$ cat config.mk
export PLATFORM = sky130hd
export DESIGN_NAME = ppc_port
export DESIGN_NICKNAME = d
export VERILOG_FILES = /design/src/hw/ppc_pkg.sv /design/src/hw/ppc_pad_gate.sv /design/src/hw/ppc_port.sv
export SDC_FILE = /design/constraint.sdc
export NUM_CORES = 1
export LEC_CHECK = 0
export BUFFER_PORTS_ARGS = -buffer_cell sky130_fd_sc_hd__buf_2
export CORE_MARGIN = 5
export CORE_UTILIZATION = 45
export CTS_CLUSTER_SIZE = 8
export DETAILED_ROUTE_END_ITERATION = 12
export HOLD_SLACK_MARGIN = 0.05
export PLACE_DENSITY = 0.69
export SYNTH_ARGS = -nofsm -noshare
export SYNTH_HDL_FRONTEND = slang
export SYNTH_SLANG_ARGS = --single-unit
$ cat constraint.sdc
create_clock -name pclk -period 4.3 [get_ports pclk]
set_input_delay 0.645 -clock pclk [delete_from_list [all_inputs] [get_ports pclk]]
set_output_delay 0.645 -clock pclk [all_outputs]
set_load 0.05 [all_outputs]
$ cat src/hw/ppc_pkg.sv
// Package for the port pin control block: register map, reset values, carriers.
// Assumes one 8-bit port reached over APB with 32-bit data, one word per register.
package ppc_pkg;

    // ==========================================================
    // Register map (byte addresses)
    localparam logic [7:0] PPC_OFF_DATA     = 8'h00;
    localparam logic [7:0] PPC_OFF_OUT_EN   = 8'h04;
    localparam logic [7:0] PPC_OFF_FUNC_SEL = 8'h08;
    localparam logic [7:0] PPC_OFF_OPEN_DRN = 8'h28;
    localparam logic [7:0] PPC_OFF_PULL_HI  = 8'h2c;
    localparam logic [7:0] PPC_OFF_PULL_LO  = 8'h30;
    localparam logic [7:0] PPC_OFF_IN_EN    = 8'h38;
    localparam logic [7:0] PPC_OFF_STATUS   = 8'h3c;

    localparam int PPC_WIDTH = 8;

    // ==========================================================
    // Pin roles inside the port
    localparam int PPC_BIT_DBG_DATA  = 0;
    localparam int PPC_BIT_DBG_CLK   = 1;
    localparam int PPC_BIT_DRAIN     = 7;
    localparam logic [7:0] PPC_IRQ_PIN_MASK = 8'h3c;

    // ==========================================================
    // Reset values
    localparam logic [7:0] PPC_RST_DATA     = 8'h00;
    localparam logic [7:0] PPC_RST_OUT_EN   = 8'h01;
    localparam logic [7:0] PPC_RST_FUNC_SEL = 8'h03;
    localparam logic [7:0] PPC_RST_OPEN_DRN = 8'h00;
    localparam logic [7:0] PPC_RST_PULL_HI  = 8'h01;
    localparam logic [7:0] PPC_RST_PULL_LO  = 8'h02;
    localparam logic [7:0] PPC_RST_IN_EN    = 8'h00;

    // ==========================================================
    // Carriers
    typedef struct packed {
        logic [7:0] out_val;
        logic [7:0] out_en;
        logic [7:0] in_en;
        logic [7:0] pull_hi;
        logic [7:0] pull_lo;
    } ppc_pad_s;

    typedef struct packed {
        logic [7:0] func_sel;
        logic [7:0] out_en;
        logic [7:0] in_en;
        logic [7:0] open_drn;
        logic [7:0] port_val;
        logic [7:0] pull_hi;
        logic [7:0] pull_lo;
    } ppc_cfg_s;

    typedef struct packed {
        logic [7:0] periph_out;
        logic [7:0] periph_oe;
        logic       dbg_data_valid;
        logic       stop_mode;
        logic       drive_keep;
    } ppc_side_s;

endpackage : ppc_pkg

$ cat src/hw/ppc_pad_gate.sv
// Combinational pad gating for one port: function mux, open drain, STOP gating.
// Assumes configuration and stop inputs are already synchronous to pclk.
`timescale 1ns/1ps

module ppc_pad_gate
    import ppc_pkg::*;
(
    input  wire ppc_cfg_s  cfg,
    input  wire ppc_side_s side,
    output ppc_pad_s       pad
);

    logic [7:0] drv_val;
    logic [7:0] drv_oe;
    logic [7:0] in_ok;

    // ==========================================================
    // Per-pin gating
    genvar i;
    generate
        for (i = 0; i < PPC_WIDTH; i++) begin : g_pin
            localparam bit IS_IRQ = PPC_IRQ_PIN_MASK[i];
            localparam bit IS_DBG = (i == PPC_BIT_DBG_DATA);
            localparam bit IS_DRN = (i == PPC_BIT_DRAIN);
            logic val;
            logic oe_cfg;
            logic gated_oe;
            logic gated_ie;
            always_comb begin
                // Peripheral owns the level when selected
                val = cfg.func_sel[i] ? side.periph_out[i] : cfg.port_val[i];
                oe_cfg = cfg.out_en[i] & (cfg.func_sel[i] ? side.periph_oe[i] : 1'b1);
                gated_oe = oe_cfg;
                gated_ie = cfg.in_en[i];
                if (side.stop_mode) begin
                    if (!side.drive_keep) begin
                        gated_oe = 1'b0;
                        gated_ie = 1'b0;
                    end
                    if (IS_IRQ && cfg.func_sel[i] && cfg.in_en[i]) begin
                        gated_ie = 1'b1;
                    end
                    if (IS_DBG && cfg.func_sel[i] && cfg.out_en[i]) begin
                        gated_oe = side.dbg_data_valid;
                    end
                end
                // Open drain: a high level releases the pin instead of driving it
                if (cfg.open_drn[i] || IS_DRN) begin
                    drv_oe[i] = gated_oe & ~val;
                end else begin
                    drv_oe[i] = gated_oe;
                end
                drv_val[i] = IS_DRN ? 1'b0 : val;
                in_ok[i] = gated_ie;
            end
            // Pulls are independent of data and direction; none on the drain pin
            assign pad.pull_hi[i] = IS_DRN ? 1'b0 : cfg.pull_hi[i];
            assign pad.pull_lo[i] = IS_DRN ? 1'b0 : cfg.pull_lo[i];
        end
    endgenerate

    assign pad.out_val = drv_val & drv_oe;
    assign pad.out_en  = drv_oe;
    assign pad.in_en   = in_ok;

endmodule : ppc_pad_gate

$ cat src/hw/ppc_port.sv
// Port pin control top: APB register file, pin input sync and registered pad drive.
// Assumes an APB master on pclk; pins are asynchronous and synchronised here.
`timescale 1ns/1ps

// Notes on behaviour
// - The data register reads back the latch on output pins and the pin level on the rest, and holds the value the pin drives as output.
// - Output enable gates the output buffer and a separate input enable gates the input buffer.
// - A function select bit of 1 routes the pin to its peripheral, 0 keeps port use.
// - With the open-drain bit set the pin never drives high but may still drive low.
// - Pull-up and pull-down are each switched by their own bit independent of data and direction.
// - Input enables reset to disabled so that no input current flows until software sets them.
// - In STOP with drive-keep at 1 the buffers follow their enable bits as in normal running, except the debug data pin.
// - In STOP with drive-keep at 0 ordinary pins have both buffers forced off.
// - A debug data pin in debug function with output enabled drives in STOP only while data is valid.
// - Interrupt pins in interrupt function with input enabled keep their input alive in STOP.
// - The consumer control pin is a true open drain with no pull, driving only low.
// - After reset the debug data and debug clock pins are assigned to the debug function.
module ppc_port
    import ppc_pkg::*;
(
    input  wire logic        pclk,
    input  wire logic        presetn,
    input  wire logic        psel,
    input  wire logic        penable,
    input  wire logic        pwrite,
    input  wire logic [7:0]  paddr,
    input  wire logic [31:0] pwdata,
    output logic      [31:0] prdata,
    output logic             pready,
    output logic             pslverr,
    input  wire logic        stop_mode,
    input  wire logic        drive_keep,
    input  wire logic        dbg_data_valid,
    input  wire logic [7:0]  periph_out,
    input  wire logic [7:0]  periph_oe,
    input  wire logic [7:0]  pin_in,
    output logic      [7:0]  pin_out,
    output logic      [7:0]  pin_oe,
    output logic      [7:0]  pin_in_en,
    output logic      [7:0]  pull_high,
    output logic      [7:0]  pull_low,
    output logic      [7:0]  periph_in
);

    // ==========================================================
    // State
    typedef struct packed {
        logic [7:0]  port_data;
        logic [7:0]  out_en;
        logic [7:0]  func_sel;
        logic [7:0]  open_drn;
        logic [7:0]  pull_hi;
        logic [7:0]  pull_lo;
        logic [7:0]  in_en;
        logic [7:0]  sync1;
        logic [7:0]  sync2;
        logic [31:0] rdata;
        logic        ready;
        logic        slverr;
        ppc_pad_s    pad;
        logic [7:0]  pin_seen;
        logic [7:0]  periph_seen;
    } ppc_state_s;

    ppc_state_s state_reg;
    ppc_state_s state_next;
    ppc_cfg_s   cfg;
    ppc_side_s  side;
    ppc_pad_s   pad_comb;

    // ==========================================================
    // Pad gating
    always_comb begin
        cfg.func_sel = state_reg.func_sel;
        cfg.out_en   = state_reg.out_en;
        cfg.in_en    = state_reg.in_en;
        cfg.open_drn = state_reg.open_drn;
        cfg.port_val = state_reg.port_data;
        cfg.pull_hi  = state_reg.pull_hi;
        cfg.pull_lo  = state_reg.pull_lo;
        side.periph_out     = periph_out;
        side.periph_oe      = periph_oe;
        side.dbg_data_valid = dbg_data_valid;
        side.stop_mode      = stop_mode;
        side.drive_keep     = drive_keep;
    end

    ppc_pad_gate u_gate (
        .cfg  (cfg),
        .side (side),
        .pad  (pad_comb)
    );

    // ==========================================================
    // Next state
    logic       setup;
    logic       access;
    logic [7:0] rd_byte;
    logic       hit;

    always_comb begin
        state_next = state_reg;
        setup  = psel & ~penable;
        access = psel & penable & state_reg.ready;
        rd_byte = 8'h00;
        hit = 1'b1;

        // Pin levels cross into pclk via two flops before anyone reads them
        state_next.sync1 = pin_in;
        state_next.sync2 = state_reg.sync1;
        // Only enabled inputs reach the core; blocked inputs read as 0
        state_next.pin_seen = state_reg.sync2 & state_reg.pad.in_en;
        // Peripheral sees the input only where selected and enabled
        state_next.periph_seen = state_reg.sync2 & state_reg.pad.in_en & state_reg.func_sel;
        state_next.pad = pad_comb;

        case (paddr)
            PPC_OFF_DATA: begin
                // Output pins read back the latch, the rest read the pin
                rd_byte = (state_reg.port_data & state_reg.out_en)
                        | (state_reg.pin_seen & ~state_reg.out_en);
            end
            PPC_OFF_OUT_EN:   rd_byte = state_reg.out_en;
            PPC_OFF_FUNC_SEL: rd_byte = state_reg.func_sel;
            PPC_OFF_OPEN_DRN: rd_byte = state_reg.open_drn;
            PPC_OFF_PULL_HI:  rd_byte = state_reg.pull_hi;
            PPC_OFF_PULL_LO:  rd_byte = state_reg.pull_lo;
            PPC_OFF_IN_EN:    rd_byte = state_reg.in_en;
            PPC_OFF_STATUS:   rd_byte = state_reg.pad.out_en;
            default:          hit = 1'b0;
        endcase

        // No wait state: ready rises in the first access cycle, answer at the next edge
        state_next.ready = setup;
        if (setup) begin
            state_next.rdata  = 32'h0000_0000;
            state_next.slverr = 1'b0;
            if (!pwrite) begin
                state_next.rdata = {24'h00_0000, rd_byte};
            end
            state_next.slverr = ~hit;
        end
        if (access) begin
            state_next.ready  = 1'b0;
            state_next.slverr = 1'b0;
            if (pwrite && hit) begin
                case (paddr)
                    PPC_OFF_DATA:     state_next.port_data = pwdata[7:0];
                    PPC_OFF_OUT_EN:   state_next.out_en    = pwdata[7:0];
                    PPC_OFF_FUNC_SEL: state_next.func_sel  = pwdata[7:0];
                    PPC_OFF_OPEN_DRN: state_next.open_drn  = pwdata[7:0];
                    PPC_OFF_PULL_HI:  state_next.pull_hi   = pwdata[7:0];
                    PPC_OFF_PULL_LO:  state_next.pull_lo   = pwdata[7:0];
                    PPC_OFF_IN_EN:    state_next.in_en     = pwdata[7:0];
                    default:          state_next.port_data = state_reg.port_data;
                endcase
            end
        end
    end

    // ==========================================================
    // Registers
    always_ff @(posedge pclk or negedge presetn) begin
        if (!presetn) begin
            state_reg           <= '0;
            state_reg.port_data <= PPC_RST_DATA;
            state_reg.out_en    <= PPC_RST_OUT_EN;
            state_reg.func_sel  <= PPC_RST_FUNC_SEL;
            state_reg.open_drn  <= PPC_RST_OPEN_DRN;
            state_reg.pull_hi   <= PPC_RST_PULL_HI;
            state_reg.pull_lo   <= PPC_RST_PULL_LO;
            state_reg.in_en     <= PPC_RST_IN_EN;
        end else begin
            state_reg <= state_next;
        end
    end

    // ==========================================================
    // Outputs, all straight from flops
    assign prdata    = state_reg.rdata;
    assign pready    = state_reg.ready;
    assign pslverr   = state_reg.slverr;
    assign pin_out   = state_reg.pad.out_val;
    assign pin_oe    = state_reg.pad.out_en;
    assign pin_in_en = state_reg.pad.in_en;
    assign pull_high = state_reg.pad.pull_hi;
    assign pull_low  = state_reg.pad.pull_lo;
    assign periph_in = state_reg.periph_seen;

endmodule : ppc_port

==> qor.csv <==
stage,metric,value,unit
synthesis,mux contribution to synthesized area,14.6,%
placement,GPL Wtd Cong,0.841,
synthesis,syn avg cell area,12.3,sq um
synthesis,"EDFF count, synth",0,
placement,HPWL after detailed placement,9770,microns
global_routing,global-route wire length before repair,22300,microns
timing,Tmin final,2.63,ns
power_and_ir_drop,internal power,2.37,mW
synthesis,top_reg_cell synth,dfrtp_1,
global_routing,M3 GR Usage,5.46,%
finish,Area Growth Syn to Fin,13.8,%
floorplanning,Core Region,0.0133,sq mm
timing,Fmax,380,MHz
setup_path,Setup CP Type,in -> reg,
cts,post-CTS setup buffers,0,
power_and_ir_drop,Switching Power,0.658,mW
setup_path,CP endpoint kind,flip-flop,
setup_path,Critical-path top delay cell,or4_1,
power_and_ir_drop,Comb pwr share,5.7,%
synthesis,"Distinct cells, synth",59,
detailed_routing,WL/cell,19.2,microns
floorplanning,Starting Density,46.1,%
setup_path,Worst path max stage delay,0.71,ns
synthesis,Post-Syn Area,0.00615,sq mm
synthesis,compound-cell area share of the yosys netlist,7.39,%
floorplanning,die height,127,microns
detailed_routing,DRC violations left,0,
job,maximum capacitance violations,0,
power_and_ir_drop,switch share,21.8,%
power_and_ir_drop,sequential share of power,42.7,%
global_routing,initial antenna violation count,0,
setup_path,"delay-heaviest family, CP",simple AND/OR/NAND/NOR gates,
timing,RSZ-0062 raised after global routing,no,
timing,slack of the critical path,1.67,ns
floorplanning,Die ar.,0.0161,sq mm
hold_path,worst min path class,in -> async,
setup_path,critical path launch point type,input port,
timing,Max Slew Vio Count,0,
cts,CTS tree,built,
cts,root buf cell,clkbuf_16,
timing,setup tns final,0,ns
detailed_routing,routed wire length,14200,microns
cts,TritonCTS Buffers,17,
placement,"worst slack, placed",1.24,ns
detailed_routing,Vias,3957,
setup_path,worst endpoint required time,4.59,ns
detailed_routing,DRT Pass-1 Iters,4,
power_and_ir_drop,Cell Pwr Density,432,mW/mm^2
cts,post_cts resized,0,
outcome,status,"complete, no violations",
detailed_routing,violation count after the first detailed-route iteration,307,
global_routing,met1 usage,24.0,%
power_and_ir_drop,Leak,3.54,nW
setup_path,CP max FO,16,
timing,slew of the pin with the lowest slew margin,1.13,ns
synthesis,synthesized flop and latch total,135,
cts,CTS H-tree lvls,4,
floorplanning,Chip Width,127,microns
timing,Rel. slew slack,24.1,%
setup_path,critical path cell sequence,buf_2 > or4_1 > nor2_4 > and3_4 > nand2b_1 > mux2_4,
power_and_ir_drop,power share of the clock group,51.6,%
setup_path,WP depth,6,
cts,clock-pin slew on the worst setup and hold paths,0.05,ns
placement,IO Port Bufs,102,
synthesis,Yosys warning count,0,
finish,share of layout cells above drive strength 1,38.8,%
synthesis,Mapped Cells,498,
global_routing,largest net degree at the start of global routing,100,
cts,Worst-Skew Late Latency,0.42,ns
timing,skew final,0.00775,ns
finish,nets,626,
detailed_routing,Routed Antenna Nets,0,
global_routing,GR Util met2,27.4,%
floorplanning,Rows,42,
synthesis,main combinational cell family by area after synthesis,multiplexers,
finish,Largest register FFs,56,
setup_path,WP data arrival,2.93,ns
timing,Final period util,61.2,%
timing,final hold violations,0,
synthesis,Synth Area in XOR/XNOR,0,%
synthesis,"Seq/Total Area, Yosys",55.0,%
synthesis,adder-cell share of the synthesized area,0,%
synthesis,simple-gate share of the synthesized area,11.6,%
global_routing,Most Crowded Layer GR,met2,
detailed_routing,vias per cell,5.33,
finish,Inserted Diodes,0,
setup_path,Worst Path Buf+Inv,1,
global_routing,gr usage total,18.1,%
cts,CTS Hold Bufs,0,
setup_path,Worst Reg2Reg Path Length in Cells,3,
power_and_ir_drop,Max VDD drop,0.244,mV
cts,clk sinks,135,
global_routing,total gr overflow,0,
floorplanning,number of I/O pins,154,
cts,clk buf depth,2,
synthesis,ys async rst share,100,%
timing,final setup vio count,0,
global_routing,number of global-route vias before repair,4081,
==> routing by layer <==
metal	share of wire, %	wire, microns	vias up
met4	1.9	274	0
li1	-	-	1784
met1	43	6110	1977
met5	0	0	-
met2	47	6690	172
met3	8.2	1170	24
==> area by class of cell <==
type	instances	area, sq um
multi-input combinational	287	2160
clock buffer	25	505
clock inverter	7	140
tap	176	220
sequential	135	3380
fill	1141	6350
timing repair buffer	108	562
inverter	5	18.8
==> path summary, 6_finish.rpt <==
path / startpoint / end / slack, ns
max: paddr[4] / cfg[45] / 1.67
min: presetn / state_next[91] / 0.31
max reg2reg: pready / cfg[31] / 2.16
min reg2reg: state_next[94] / state_reg[94] / 0.34
max in group asynchronous: presetn / cfg[46] / 2.91
min in group pclk: pin_in[3] / state_next[93] / 0.33
==> cell usage after synthesis (2+ instances only) <==
cell type	count	area, sq um
a21oi_1	12	60.1
a221oi_1	2	17.5
a22oi_1	3	22.5
a311oi_1	2	17.5
a31oi_1	5	31.3
a32o_1	2	20.0
a32oi_1	4	35.0
and2_1	19	119
and3_1	11	68.8
buf_1	4	15.0
buf_2	6	30.0
buf_4	80	601
clkbuf_1	6	22.5
dfrtp_1	130	3250
dfstp_2	5	131
inv_1	5	18.8
mux2_2	60	676
mux2_4	8	120
mux2i_1	10	100
nand2_1	24	90.1
nand2b_1	9	56.3
nand3_1	13	65.1
nand4_1	4	25.0
nor2_1	10	37.5
nor3_1	3	15.0
nor3_2	2	20.0
nor3b_1	4	30.0
nor4_4	2	42.5
o211ai_1	3	22.5
o21a_1	5	37.5
o21ai_0	10	50.1
o22ai_1	4	25.0
o2bb2ai_1	2	17.5
or3_1	4	25.0
==> metrics by stage <==
step | hold WS, ns | cells | util, % | cell area [sq um] | power, mW
final | 0.314 | 743 | 52.4 | 7000 | 3.02
after global routing | 0.312 | 743 | 52.4 | 7000 | 3.12
after CTS | 0.318 | 743 | 52.4 | 7000 | 3.05
after detailed placement | 0.335 | 711 | 47.6 | 6350 | 1.48
after global placement | 0.334 | 711 | 47.6 | 6350 | 1.48
after floorplan | 0.331 | 524 | - | 6250 | 1.43
==> cells in the final DEF, fill, tap and decap left out, drive strengths merged, types with 3 or more instances in the layout <==
| cell | count |
|---|---|
| nand4 | 5 |
| nand3 | 13 |
| clkbuf | 25 |
| nor3 | 6 |
| a22oi | 3 |
| o22ai | 4 |
| dfstp | 5 |
| mux2i | 10 |
| bufinv | 4 |
| nor2 | 11 |
| mux2 | 68 |
| nor3b | 4 |
| nand2 | 25 |
| o211ai | 3 |
| and2 | 19 |
| o21a | 5 |
| or3 | 4 |
| conb | 27 |
| buf | 108 |
| dfrtp | 130 |
| o21ai | 10 |
| and3 | 12 |
| nand2b | 9 |
| a21oi | 12 |
| a32oi | 4 |
| inv | 5 |
| a31oi | 5 |
==> worst register-to-register path, delay by kind of cell, from the launching register on <==
family | cells | cell delay, ns
and+or+nand+nor | 2 | 1.24
DFF | 1 | 0.37
muxes | 1 | 0.42
==> cell families (layout without fill, tap and decap cells) <==
family | after synthesis | in the layout
flops | 135 | 135
buf+inv | 102 | 145
other cells | 1 | 27
simple gates | 117 | 117
compound gates | 65 | 65
mux | 78 | 78
==> power groups by stage <==
stage | Clock, mW | Sequential (mW) | Combinational [mW]
floorplan | 0 | 1.32 | 0.116
finish | 1.56 | 1.29 | 0.173
global placement | 0 | 1.31 | 0.170
detailed placement | 0 | 1.31 | 0.172
CTS | 1.59 | 1.29 | 0.173
global route | 1.65 | 1.29 | 0.186
Note: power is estimated with default switching activity, not from simulation.
